--- src/slow_timer_defs.svh ---
`ifndef SLOW_TIMER_DEFS_SVH
`define SLOW_TIMER_DEFS_SVH
// Register word offsets (byte addresses, one aligned word each)
`define OFS_COUNT_LOW 4'h0
`define OFS_COUNT_HIGH 4'h4
`define OFS_CONTROL 4'h8
`define OFS_GATE 4'hc
`define OFS_IRQ_STATUS 5'h10
`define OFS_IRQ_MASK 5'h14
// Control register fields
`define CTL_SRC_HI 7
`define CTL_SRC_LO 6
`define CTL_PRE_HI 5
`define CTL_PRE_LO 4
`define CTL_OSC_EN 3
`define CTL_SYNC_BYPASS 2
`define CTL_RUN 0
`define CTL_WMASK 8'hfd
`define CONTROL_RESET 8'h00
`define GATE_RESET 8'h00
`define COUNT_RESET 16'h0000
`define PRESCALE_RESET 3'h0
`endif

--- src/slow_timer_pkg.sv ---
package slow_timer_pkg;
    typedef enum logic [2:0] {
        BUS_IDLE = 3'b001,
        BUS_ANSWER = 3'b010,
        BUS_DONE = 3'b100
    } bus_state_e;

    typedef struct packed {
        logic [7:0] control;
        logic [7:0] gate;
        logic [15:0] count;
        logic [2:0] prescale;
        logic extPrev;
        logic extSync1;
        logic extSync2;
        logic overflowFlag;
        logic overflowMask;
        logic irq;
        logic oscEnable;
        logic [31:0] readData;
        logic waitRequest;
        bus_state_e busState;
    } timer_state_s;
endpackage

--- src/sixteen_bit_async_counter.sv ---
//----------------------------------------------------------------------
//----------------------------------------------------------------------
//
// Implementation choices: the Avalon-MM register port and the register addresses.
`timescale 1ns/10ps
`default_nettype none
`include "slow_timer_defs.svh"

module sixteen_bit_async_counter
    import slow_timer_pkg::*;
#(
    parameter int COUNT_WIDTH = 16,
    parameter int PRESCALE_WIDTH = 3
) (
    // Clock and reset
    input wire logic core_clk,
    input wire logic reset_n,
    // Avalon-MM slave
    input wire logic [4:0] avs_address,
    input wire logic avs_read,
    input wire logic avs_write,
    input wire logic [31:0] avs_writedata,
    input wire logic [3:0] avs_byteenable,
    output logic [31:0] avs_readdata,
    output logic avs_waitrequest,
    // External counter clock (crystal_in side, sampled by core_clk)
    input wire logic crystal_in,
    input wire logic sleeping,
    // Oscillator control and interrupt
    output logic crystal_osc_enable,
    output logic overflow_irq
);

    //------------------------------------------------------------------
    // Elaboration checks
    //------------------------------------------------------------------
    if (COUNT_WIDTH != 16) begin : g_bad_width
        $error("COUNT_WIDTH must be 16");
    end
    if (PRESCALE_WIDTH != 3) begin : g_bad_pre
        $error("PRESCALE_WIDTH must be 3");
    end

    //------------------------------------------------------------------
    // Helpers
    //------------------------------------------------------------------
    // Tick when the low 'sel' prescale bits have all reached ones
    function automatic logic prescale_done(input logic [2:0] cnt, input logic [1:0] sel);
        logic done;
        done = 1'b0;
        case (sel)
            2'h0: done = 1'b1;
            2'h1: done = cnt[0];
            2'h2: done = &cnt[1:0];
            2'h3: done = &cnt[2:0];
            default: done = 1'b1;
        endcase
        return done;
    endfunction

    function automatic logic [7:0] merge_byte(input logic [7:0] old,
                                              input logic [7:0] wd,
                                              input logic be);
        return be ? wd : old;
    endfunction

    timer_state_s cur;
    timer_state_s next_cur;

    logic [7:0] addrByte;
    logic busWrite;
    logic busRead;
    logic extEdge;
    logic srcExternal;
    logic countEdge;
    logic tick;
    logic wrap;
    logic countWrite;
    logic statusClear;

    assign addrByte = {3'h0, avs_address};
    assign busWrite = avs_write && (cur.busState == BUS_IDLE);
    assign busRead = avs_read && (cur.busState == BUS_IDLE);
    assign srcExternal = cur.control[`CTL_SRC_HI:`CTL_SRC_LO] == 2'h2;
    assign countWrite = busWrite && avs_byteenable[0]
        && (addrByte[4:0] == 5'(`OFS_COUNT_LOW) || addrByte[4:0] == 5'(`OFS_COUNT_HIGH));
    // Software clear of the overflow flag, taken only from an idle bus
    assign statusClear = busWrite && avs_byteenable[0]
        && addrByte[4:0] == 5'(`OFS_IRQ_STATUS) && avs_writedata[0];

    //------------------------------------------------------------------
    // Counter clock selection
    //------------------------------------------------------------------
    // Edge on the synchronised sample in both modes; bypass only removes the
    // sleeping gate, so external edges are still counted while the core
    // sleeps, taken from the same sample with the same latency.
    // bypass ignores sleeping
    assign extEdge = cur.control[`CTL_SYNC_BYPASS] ? (cur.extSync2 & ~cur.extPrev)
                                                   : (cur.extSync2 & ~cur.extPrev & ~sleeping);
    assign countEdge = srcExternal ? extEdge : ~sleeping;
    assign tick = countEdge && prescale_done(cur.prescale,
                    cur.control[`CTL_PRE_HI:`CTL_PRE_LO]);
    assign wrap = tick && cur.control[`CTL_RUN] && (cur.count == 16'hffff);

    //------------------------------------------------------------------
    // Next state
    //------------------------------------------------------------------
    always_comb begin
        next_cur = cur;
        next_cur.extSync1 = crystal_in;
        next_cur.extSync2 = cur.extSync1;
        next_cur.extPrev = cur.extSync2;
        // Prescaler advances on every counter-clock edge while running
        if (countEdge && cur.control[`CTL_RUN]) begin
            next_cur.prescale = tick ? `PRESCALE_RESET : 3'(cur.prescale + 3'h1);
        end
        if (tick && cur.control[`CTL_RUN]) begin
            next_cur.count = 16'(cur.count + 16'h0001);
        end
        // Bus handshake: one wait cycle, then answer
        // The dead cycle after the answer lets a master that still holds
        // its request for one edge go unseen, so a write never lands twice.
        // The price is a minimum spacing of three cycles between requests.
        case (cur.busState)
            BUS_IDLE: begin
                next_cur.waitRequest = 1'b1;
                if (avs_read || avs_write) begin
                    next_cur.busState = BUS_ANSWER;
                    next_cur.waitRequest = 1'b0;
                end
            end
            BUS_ANSWER: begin
                next_cur.busState = BUS_DONE;
                next_cur.waitRequest = 1'b1;
            end
            BUS_DONE: begin
                next_cur.busState = BUS_IDLE;
                next_cur.waitRequest = 1'b1;
            end
            default: begin
                next_cur.busState = BUS_IDLE;
                next_cur.waitRequest = 1'b1;
            end
        endcase
        if (busWrite && avs_byteenable[0]) begin
            case (addrByte[4:0])
                5'(`OFS_COUNT_LOW):
                    next_cur.count[7:0] = avs_writedata[7:0];
                5'(`OFS_COUNT_HIGH):
                    next_cur.count[15:8] = avs_writedata[7:0];
                5'(`OFS_CONTROL):
                    next_cur.control = merge_byte(cur.control, avs_writedata[7:0], 1'b1)
                                       & `CTL_WMASK;
                5'(`OFS_GATE):
                    next_cur.gate = avs_writedata[7:0];
                5'(`OFS_IRQ_MASK):
                    next_cur.overflowMask = avs_writedata[0];
                default: begin
                end
            endcase
        end
        if (countWrite) begin
            next_cur.prescale = `PRESCALE_RESET;
        end
        // Write-one-to-clear; a same-cycle wrap keeps the flag set
        if (busWrite && avs_byteenable[0] && addrByte[4:0] == 5'(`OFS_IRQ_STATUS)
            && avs_writedata[0]) begin
            next_cur.overflowFlag = 1'b0;
        end
        if (wrap) begin
            next_cur.overflowFlag = 1'b1;
        end
        next_cur.irq = next_cur.overflowFlag & next_cur.overflowMask;
        next_cur.oscEnable = next_cur.control[`CTL_OSC_EN];
        // Reads are taken from the registered count, never from the raw pin
        // side, so a byte cannot be caught halfway through a carry.
        // The two bytes are not latched together: a carry between two reads
        // is left for software to spot, as with the original part.
        // coherent read from core copy
        if (busRead) begin
            case (addrByte[4:0])
                5'(`OFS_COUNT_LOW): next_cur.readData = {24'h0, cur.count[7:0]};
                5'(`OFS_COUNT_HIGH): next_cur.readData = {24'h0, cur.count[15:8]};
                5'(`OFS_CONTROL): next_cur.readData = {24'h0, cur.control};
                5'(`OFS_GATE): next_cur.readData = {24'h0, cur.gate};
                5'(`OFS_IRQ_STATUS): next_cur.readData = {31'h0, cur.overflowFlag};
                5'(`OFS_IRQ_MASK): next_cur.readData = {31'h0, cur.overflowMask};
                default: next_cur.readData = 32'h0;
            endcase
        end
    end

    //------------------------------------------------------------------
    // State register
    //------------------------------------------------------------------
    always_ff @(posedge core_clk or negedge reset_n) begin
        if (!reset_n) begin
            cur <= '{control: `CONTROL_RESET, gate: `GATE_RESET, count: `COUNT_RESET,
                     prescale: `PRESCALE_RESET, readData: 32'h0, waitRequest: 1'b1,
                     busState: BUS_IDLE, default: 1'b0};
        end else begin
            cur <= next_cur;
        end
    end

    assign avs_readdata = cur.readData;
    assign avs_waitrequest = cur.waitRequest;
    assign crystal_osc_enable = cur.oscEnable;
    assign overflow_irq = cur.irq;
endmodule // sixteen_bit_async_counter
`default_nettype wire

--- config.mk ---
export PLATFORM = sky130hd
export DESIGN_NAME = sixteen_bit_async_counter
export DESIGN_NICKNAME = d
export VERILOG_FILES = /design/src/slow_timer_pkg.sv /design/src/sixteen_bit_async_counter.sv
export VERILOG_INCLUDE_DIRS = /design/src /design/src/src
export SDC_FILE = /design/constraint.sdc
export NUM_CORES = 1
export LEC_CHECK = 0
export ABC_AREA = 1
export BUFFER_PORTS_ARGS = -buffer_cell sky130_fd_sc_hd__buf_2
export CAP_MARGIN = 20
export CELL_PAD_IN_SITES_DETAIL_PLACEMENT = 1
export CELL_PAD_IN_SITES_GLOBAL_PLACEMENT = 1
export CORE_UTILIZATION = 35
export DETAILED_ROUTE_END_ITERATION = 10
export HOLD_SLACK_MARGIN = 0.03
export PLACE_DENSITY = 0.75
export SLEW_MARGIN = 10
export SYNTH_ARGS = -nofsm -noshare
export SYNTH_HDL_FRONTEND = slang
export SYNTH_SLANG_ARGS = --single-unit
--- constraint.sdc ---
create_clock -name core_clk -period 4.3 [get_ports core_clk]
set_input_delay 1.29 -clock core_clk [delete_from_list [all_inputs] [get_ports core_clk]]
set_output_delay 1.29 -clock core_clk [all_outputs]
set_load 0.1 [all_outputs]
==> results.cfg, run 1 <==
[status]
status = complete, no violations

[clock_tree]
clock-sinks = 52
ctsHoldBuffers = 0
clk_pin_slew_ps = 110
h-tree-depth = 2
cts_resized = 0
post_cts_buffers = 0
insertion_delay_ps = 320
cts-buffers-inserted = 5
cts_buffer_depth = 2
clockRootBuffer = clkbuf_8
tritoncts = yes

[global_routing]
grt_pass1_wl_um = 14200
grt.busiest_layer = met2
met2_usage_pct = 32.0
grt_use_total_pct = 18.9
grt_pass1_vias = 2835
grt.met1_usage_pct = 25.0
grt.overflow.total = 0
antenna_found_initial = 0
met3_usage_pct = 2.52
grt_max_degree = 30

[detailed_routing]
via_per_inst = 4.76
routed_wl_um = 8320
first_pass_iters = 4
postRouteAntennaNets = 0
wl_per_cell_um = 14.5
vias = 2723
drc_errors = 0
first_iter_violations = 87

[timing]
worst_pin_slew_ps = 665
fin_setup_tns_ps = 0
fmax_ghz = 0.393
fin_crit_ps = 2550
drv_slew = 0
setup_viol = 0
relSlewSlack_pct = 55.7
fin_crit_sh_pct = 59.2
clock_skew_ps = 10.0
rsz0062_at_grt = false
finalHoldViolations = 0

[pwr]
total_power_w = 0.00164
p_per_area_nw_per_um2 = 481
ir_drop_uv = 177
p_leak_nw = 1.79

[setup_path]
cp-end-kind = primary output
cp_top_family = flip-flops
r2r_start = cur[43]
r2r_cells = 11
cp.depth = 1
cp_num_buf_inv = 1
cp-start-kind = flip-flop
required_ps = 3010
critPathMaxStageDelay_ps = 530
cp_cell_sequence = buf_2
crit_arrival_ps = 1260
reg2reg_setup_slack_ps = 2340
path_max_fanout = 1
slowest_stage = dfstp_2
timing.rr.end = cur[48]
crit_type = flip-flop to primary output

[logic_synthesis]
ys_ff_latch = 52
synthesis.area_um2 = 3190
yosysWarnings = 0
synth_area_per_cell_um2 = 7.31
ys.flop_type = dfrtp_1
ys_types = 32
synth_seq_area_share_pct = 40.8
synth-async-reset-ratio_pct = 100
synth_cells = 437
synth-edff-count = 0

[floorplanning]
ios = 82
die_w_um = 97.5
core.rowCount = 34
core_um2 = 8760
start_util_pct = 36.4
die_y_um = 97.5
die_area_um2 = 9510

[final_layout]
diodes = 0
areaGrowthSynthToFinish_pct = 7.05
nets = 513
final_cell_mix = nand2_1, inv_1, dfrtp_1, nor2_1, nand3_1
layout_commonest_cell = nand2_1
drive_above_1_share_pct = 14.2

[placed_design]
portBuffers = 30
place_congestion = 0.805
hpwl_um = 6350

[hold_path]
hold_depth = 0
holdPathEnd = cur[40]
hold_start = cur[41]
hold_path_class = flip-flop to flip-flop

[flow_run]
max-cap-violations = 0
==> final cells by class <==
cell class | instances | area, µm²
clock buffer | 6 | 72.6
clock inverter | 2 | 38.8
multi-input combinational | 316 | 1490
sequential | 52 | 1300
tap | 108 | 135
fill | 1132 | 5350
timing repair buffer | 32 | 165
inverter | 56 | 210
==> flip-flops by register name (all words and copies together), names as in the netlist <==
signal	count
avs_waitrequest	1
avs_readdata	8
cur	42
overflow_irq	1
==> worst max path at each step <==
stage,start,to,slack [ps]
3_3_place_gp,avs_address[3],avs_readdata[3],1690
2_1_floorplan,avs_address[1],cur[70],2000
4_1_cts,avs_waitrequest,avs_waitrequest,1740
6_report,avs_waitrequest,avs_waitrequest,1750
5_1_grt,avs_waitrequest,avs_waitrequest,1730
3_5_place_dp,avs_address[3],avs_readdata[3],1630
==> synth_stat cells, types with 6 or more instances <==
cell type	number	area share, %
nand2_1	152	18
dfrtp_1	50	39
inv_1	50	5.9
nor2_1	33	3.9
buf_4	32	7.5
nand3_1	31	4.9
o21ai_0	24	3.8
a21oi_1	7	1.1
o21ai_2	7	1.9
xor2_1	6	1.6
==> power by group <==
| group | internal [W] | switching (W) | total (W) |
|---|---|---|---|
| sequential | 0.000600 | 0.000119 | 0.000719 |
| clock | 0.000176 | 0.000177 | 0.000353 |
| combinational | 0.000136 | 0.000437 | 0.000573 |
| total | 0.000913 | 0.000732 | 0.00164 |
==> stage by stage <==
stage / hold WS, ps / area, µm² / cells / worst slack [ps] / util, %
global placement: 333 / 3310 / 564 / 1690 / 37.7
CTS: 372 / 3420 / 572 / 1740 / 39.0
detailed placement: 348 / 3310 / 564 / 1630 / 37.7
global route: 373 / 3420 / 572 / 1730 / 39.0
finish: 369 / 3420 / 572 / 1750 / 39.0
floorplan: 331 / 3280 / 460 / 2000 / -
==> routing by layer <==
metal	share of wire (%)	vias up
li1	-	1353
met3	2.7	10
met4	1.3	0
met2	48	57
met1	48	1303
met5	0	-
==> logic make-up (layout without fill, tap and decap cells) <==
group	Yosys count	in the layout	share of synthesized area, %
AND/OR/NAND/NOR	236	236	32.2
buffers and inverters	92	96	15.1
flip-flops	52	52	40.8
AO/OA/AOI/OAI	45	45	8.35
XOR/XNOR	8	8	2.19
adder cells (fa/ha/maj)	3	3	1.18
other	1	24	0.117
(Power assumes the default switching activity.)
==> run 2: changes to the inputs <==
ABC_AREA = 0   (was 1)
clock period = 2.24 ns   (was 4.3 ns; I/O delays follow)
==> results.cfg, run 2 <==
[status]
status = complete, no violations

[placed_design]
hpwl_um = 5470
dpl_worst_slack_ps = -3.24
place_congestion = 0.809
portBuffers = 30
placedCellCount = 418

[setup_path]
cp-start-kind = flip-flop
crit_type = flip-flop to flip-flop
r2r_cells = 8
timing.rr.end = cur[61]
crit_arrival_ps = 2320
required_ps = 2480
r2r_start = cur[43]
reg2reg_setup_slack_ps = 160
path_max_fanout = 7
cp-end-kind = flip-flop

[final_layout]
top_register = cur
layout_commonest_cell = dfrtp_1
drive_above_1_share_pct = 27.2
nets = 373
n_fill_cell = 924
areaGrowthSynthToFinish_pct = 14.4
largest_reg_flops = 42
fin_cells = 426
final_cell_mix = dfrtp_1, buf_2, nand2_1, conb_1, buf_4
diodes = 0

[pwr]
p_seq_share_pct = 45.6
power.net_switching_w = 0.00118
clock_power_share_pct = 22.7
p_per_area_nw_per_um2 = 896
combinationalPowerShare_pct = 31.7
p_leak_nw = 1.63
ir_drop_uv = 329
swShare_pct = 40.0
p_int_w = 0.00178

[floorplanning]
die_w_um = 92.9
core_um2 = 7850
die_area_um2 = 8630
start_util_pct = 36.8
ios = 82
die_y_um = 92.9
core.rowCount = 32

[logic_synthesis]
ys_ff_latch = 52
ys.flop_type = dfrtp_1
synth_top_area_share_pct = 43.3
synth-async-reset-ratio_pct = 100
synthesis.area_um2 = 2890
synth-edff-count = 0
synth.most_common_cell = dfrtp_1
synth_cells = 281
yosys.area.top_type = dfrtp_1
yosysWarnings = 0
ys_types = 46
synth_area_per_cell_um2 = 10.3
netlist_top_cells_area = dfrtp_1, buf_4, mux2_2
synthTopCellsByCount = dfrtp_1, buf_4, nand2_1, nor2_1
synth_seq_area_share_pct = 45.1

[clock_tree]
cts_resized = 0
post_cts_buffers = 0
insertion_delay_ps = 320
clock-sinks = 52
tritoncts = yes
ctsHoldBuffers = 0
cts-buffers-inserted = 5
cts_buffer_depth = 2
clk_pin_slew_ps = 110
clockRootBuffer = clkbuf_8
h-tree-depth = 2

[timing]
clock_skew_ps = 10.6
fin_ws_ps = 160
relSlewSlack_pct = 64.0
drv_slew = 0
fmax_ghz = 0.481
worst_pin_slew_ps = 540
fin_crit_ps = 2080
finalHoldViolations = 0
rsz0062_at_grt = false
fin_crit_sh_pct = 92.9
setup_viol = 0

[detailed_routing]
wl_per_cell_um = 16.7
routed_wl_um = 7130
first_iter_violations = 82
first_pass_iters = 4
vias = 2204
postRouteAntennaNets = 0
via_per_inst = 5.17
drc_errors = 0

[global_routing]
grt_pass1_vias = 2352
grt_max_degree = 32
grt_pass1_wl_um = 11900
antenna_found_initial = 0
grt_use_total_pct = 18.1
grt.overflow.total = 0

[hold_path]
hold_path_class = input port to async pin

[flow_run]
max-cap-violations = 0
run 2: kinds of logic after synthesis:
kind of cell | after synthesis | share of synthesized area [%]
AO/OA/AOI/OAI | 55 | 14.2
XOR/XNOR | 10 | 3.03
adder cells (fa/ha/maj) | 3 | 1.30
buffers and inverters | 51 | 11.3
flip-flops | 52 | 45.1
multiplexers | 18 | 6.88
other | 1 | 0.130
AND/OR/NAND/NOR | 91 | 18.1
run 2: routing by layer:
layer	GRT usage (%)	vias to the layer above	part of all wire (%)
li1	-	1021	-
met1	22.3	1112	43
met2	31.7	59	50
met3	3.37	12	4.4
met4	6.15	0	2.0
met5	0	-	0
run 2: critical path, stage by stage (launching register included):
cell and delay, ps:
dfrtp_1 390, ha_1 180, ha_1 140, mux2i_1 60
a21oi_1 200, buf_4 190, nand4_1 230, or3_1 430
a31oi_1 180
run 2: how the worst max path moves through the flow:
| stage | start | end | depth (start not counted) |
|---|---|---|---|
| detailed placement | avs_address[4] | cur[51] | 6 |
| floorplan | avs_address[2] | cur[73] | 7 |
| CTS | cur[43] | cur[61] | 8 |
| finish | cur[43] | cur[61] | 8 |
| global placement | avs_address[4] | avs_readdata[3] | 7 |
| global route | cur[43] | cur[61] | 8 |
run 2: power groups by stage:
stage	clock, W	sequential, W	combinational (W)
final	0.000672	0.00135	0.000940
after floorplan	0	0.00141	0.000656
after CTS	0.000686	0.00135	0.000948
after global routing	0.000720	0.00138	0.00102
after global placement	0	0.00135	0.000907
after detailed placement	0	0.00137	0.000943
run 2: per-stage QoR:
stage	power [W]	setup TNS, ps	hold WS (ps)	instance area (µm²)	util [%]
final	0.00296	0	328	3310	42.1
after global routing	0.00312	0	356	3310	42.1
after CTS	0.00298	0	336	3310	42.1
after detailed placement	0.00231	-3.24	336	3190	40.7
after global placement	0.00226	0	333	3190	40.7
after floorplan	0.00206	0	331	2980	-
run 2: area by class of cell:
cell class | count | area (µm²) | share of cell area (%)
Timing Repair Buffer | 53 | 373 | 11.3
Tap cell | 102 | 128 | 3.86
Inverter | 10 | 37.5 | 1.14
Sequential cell | 52 | 1300 | 39.4
Clock buffer | 5 | 68.8 | 2.08
Clock inverter | 3 | 47.5 | 1.44
Multi-Input combinational cell | 201 | 1350 | 40.8
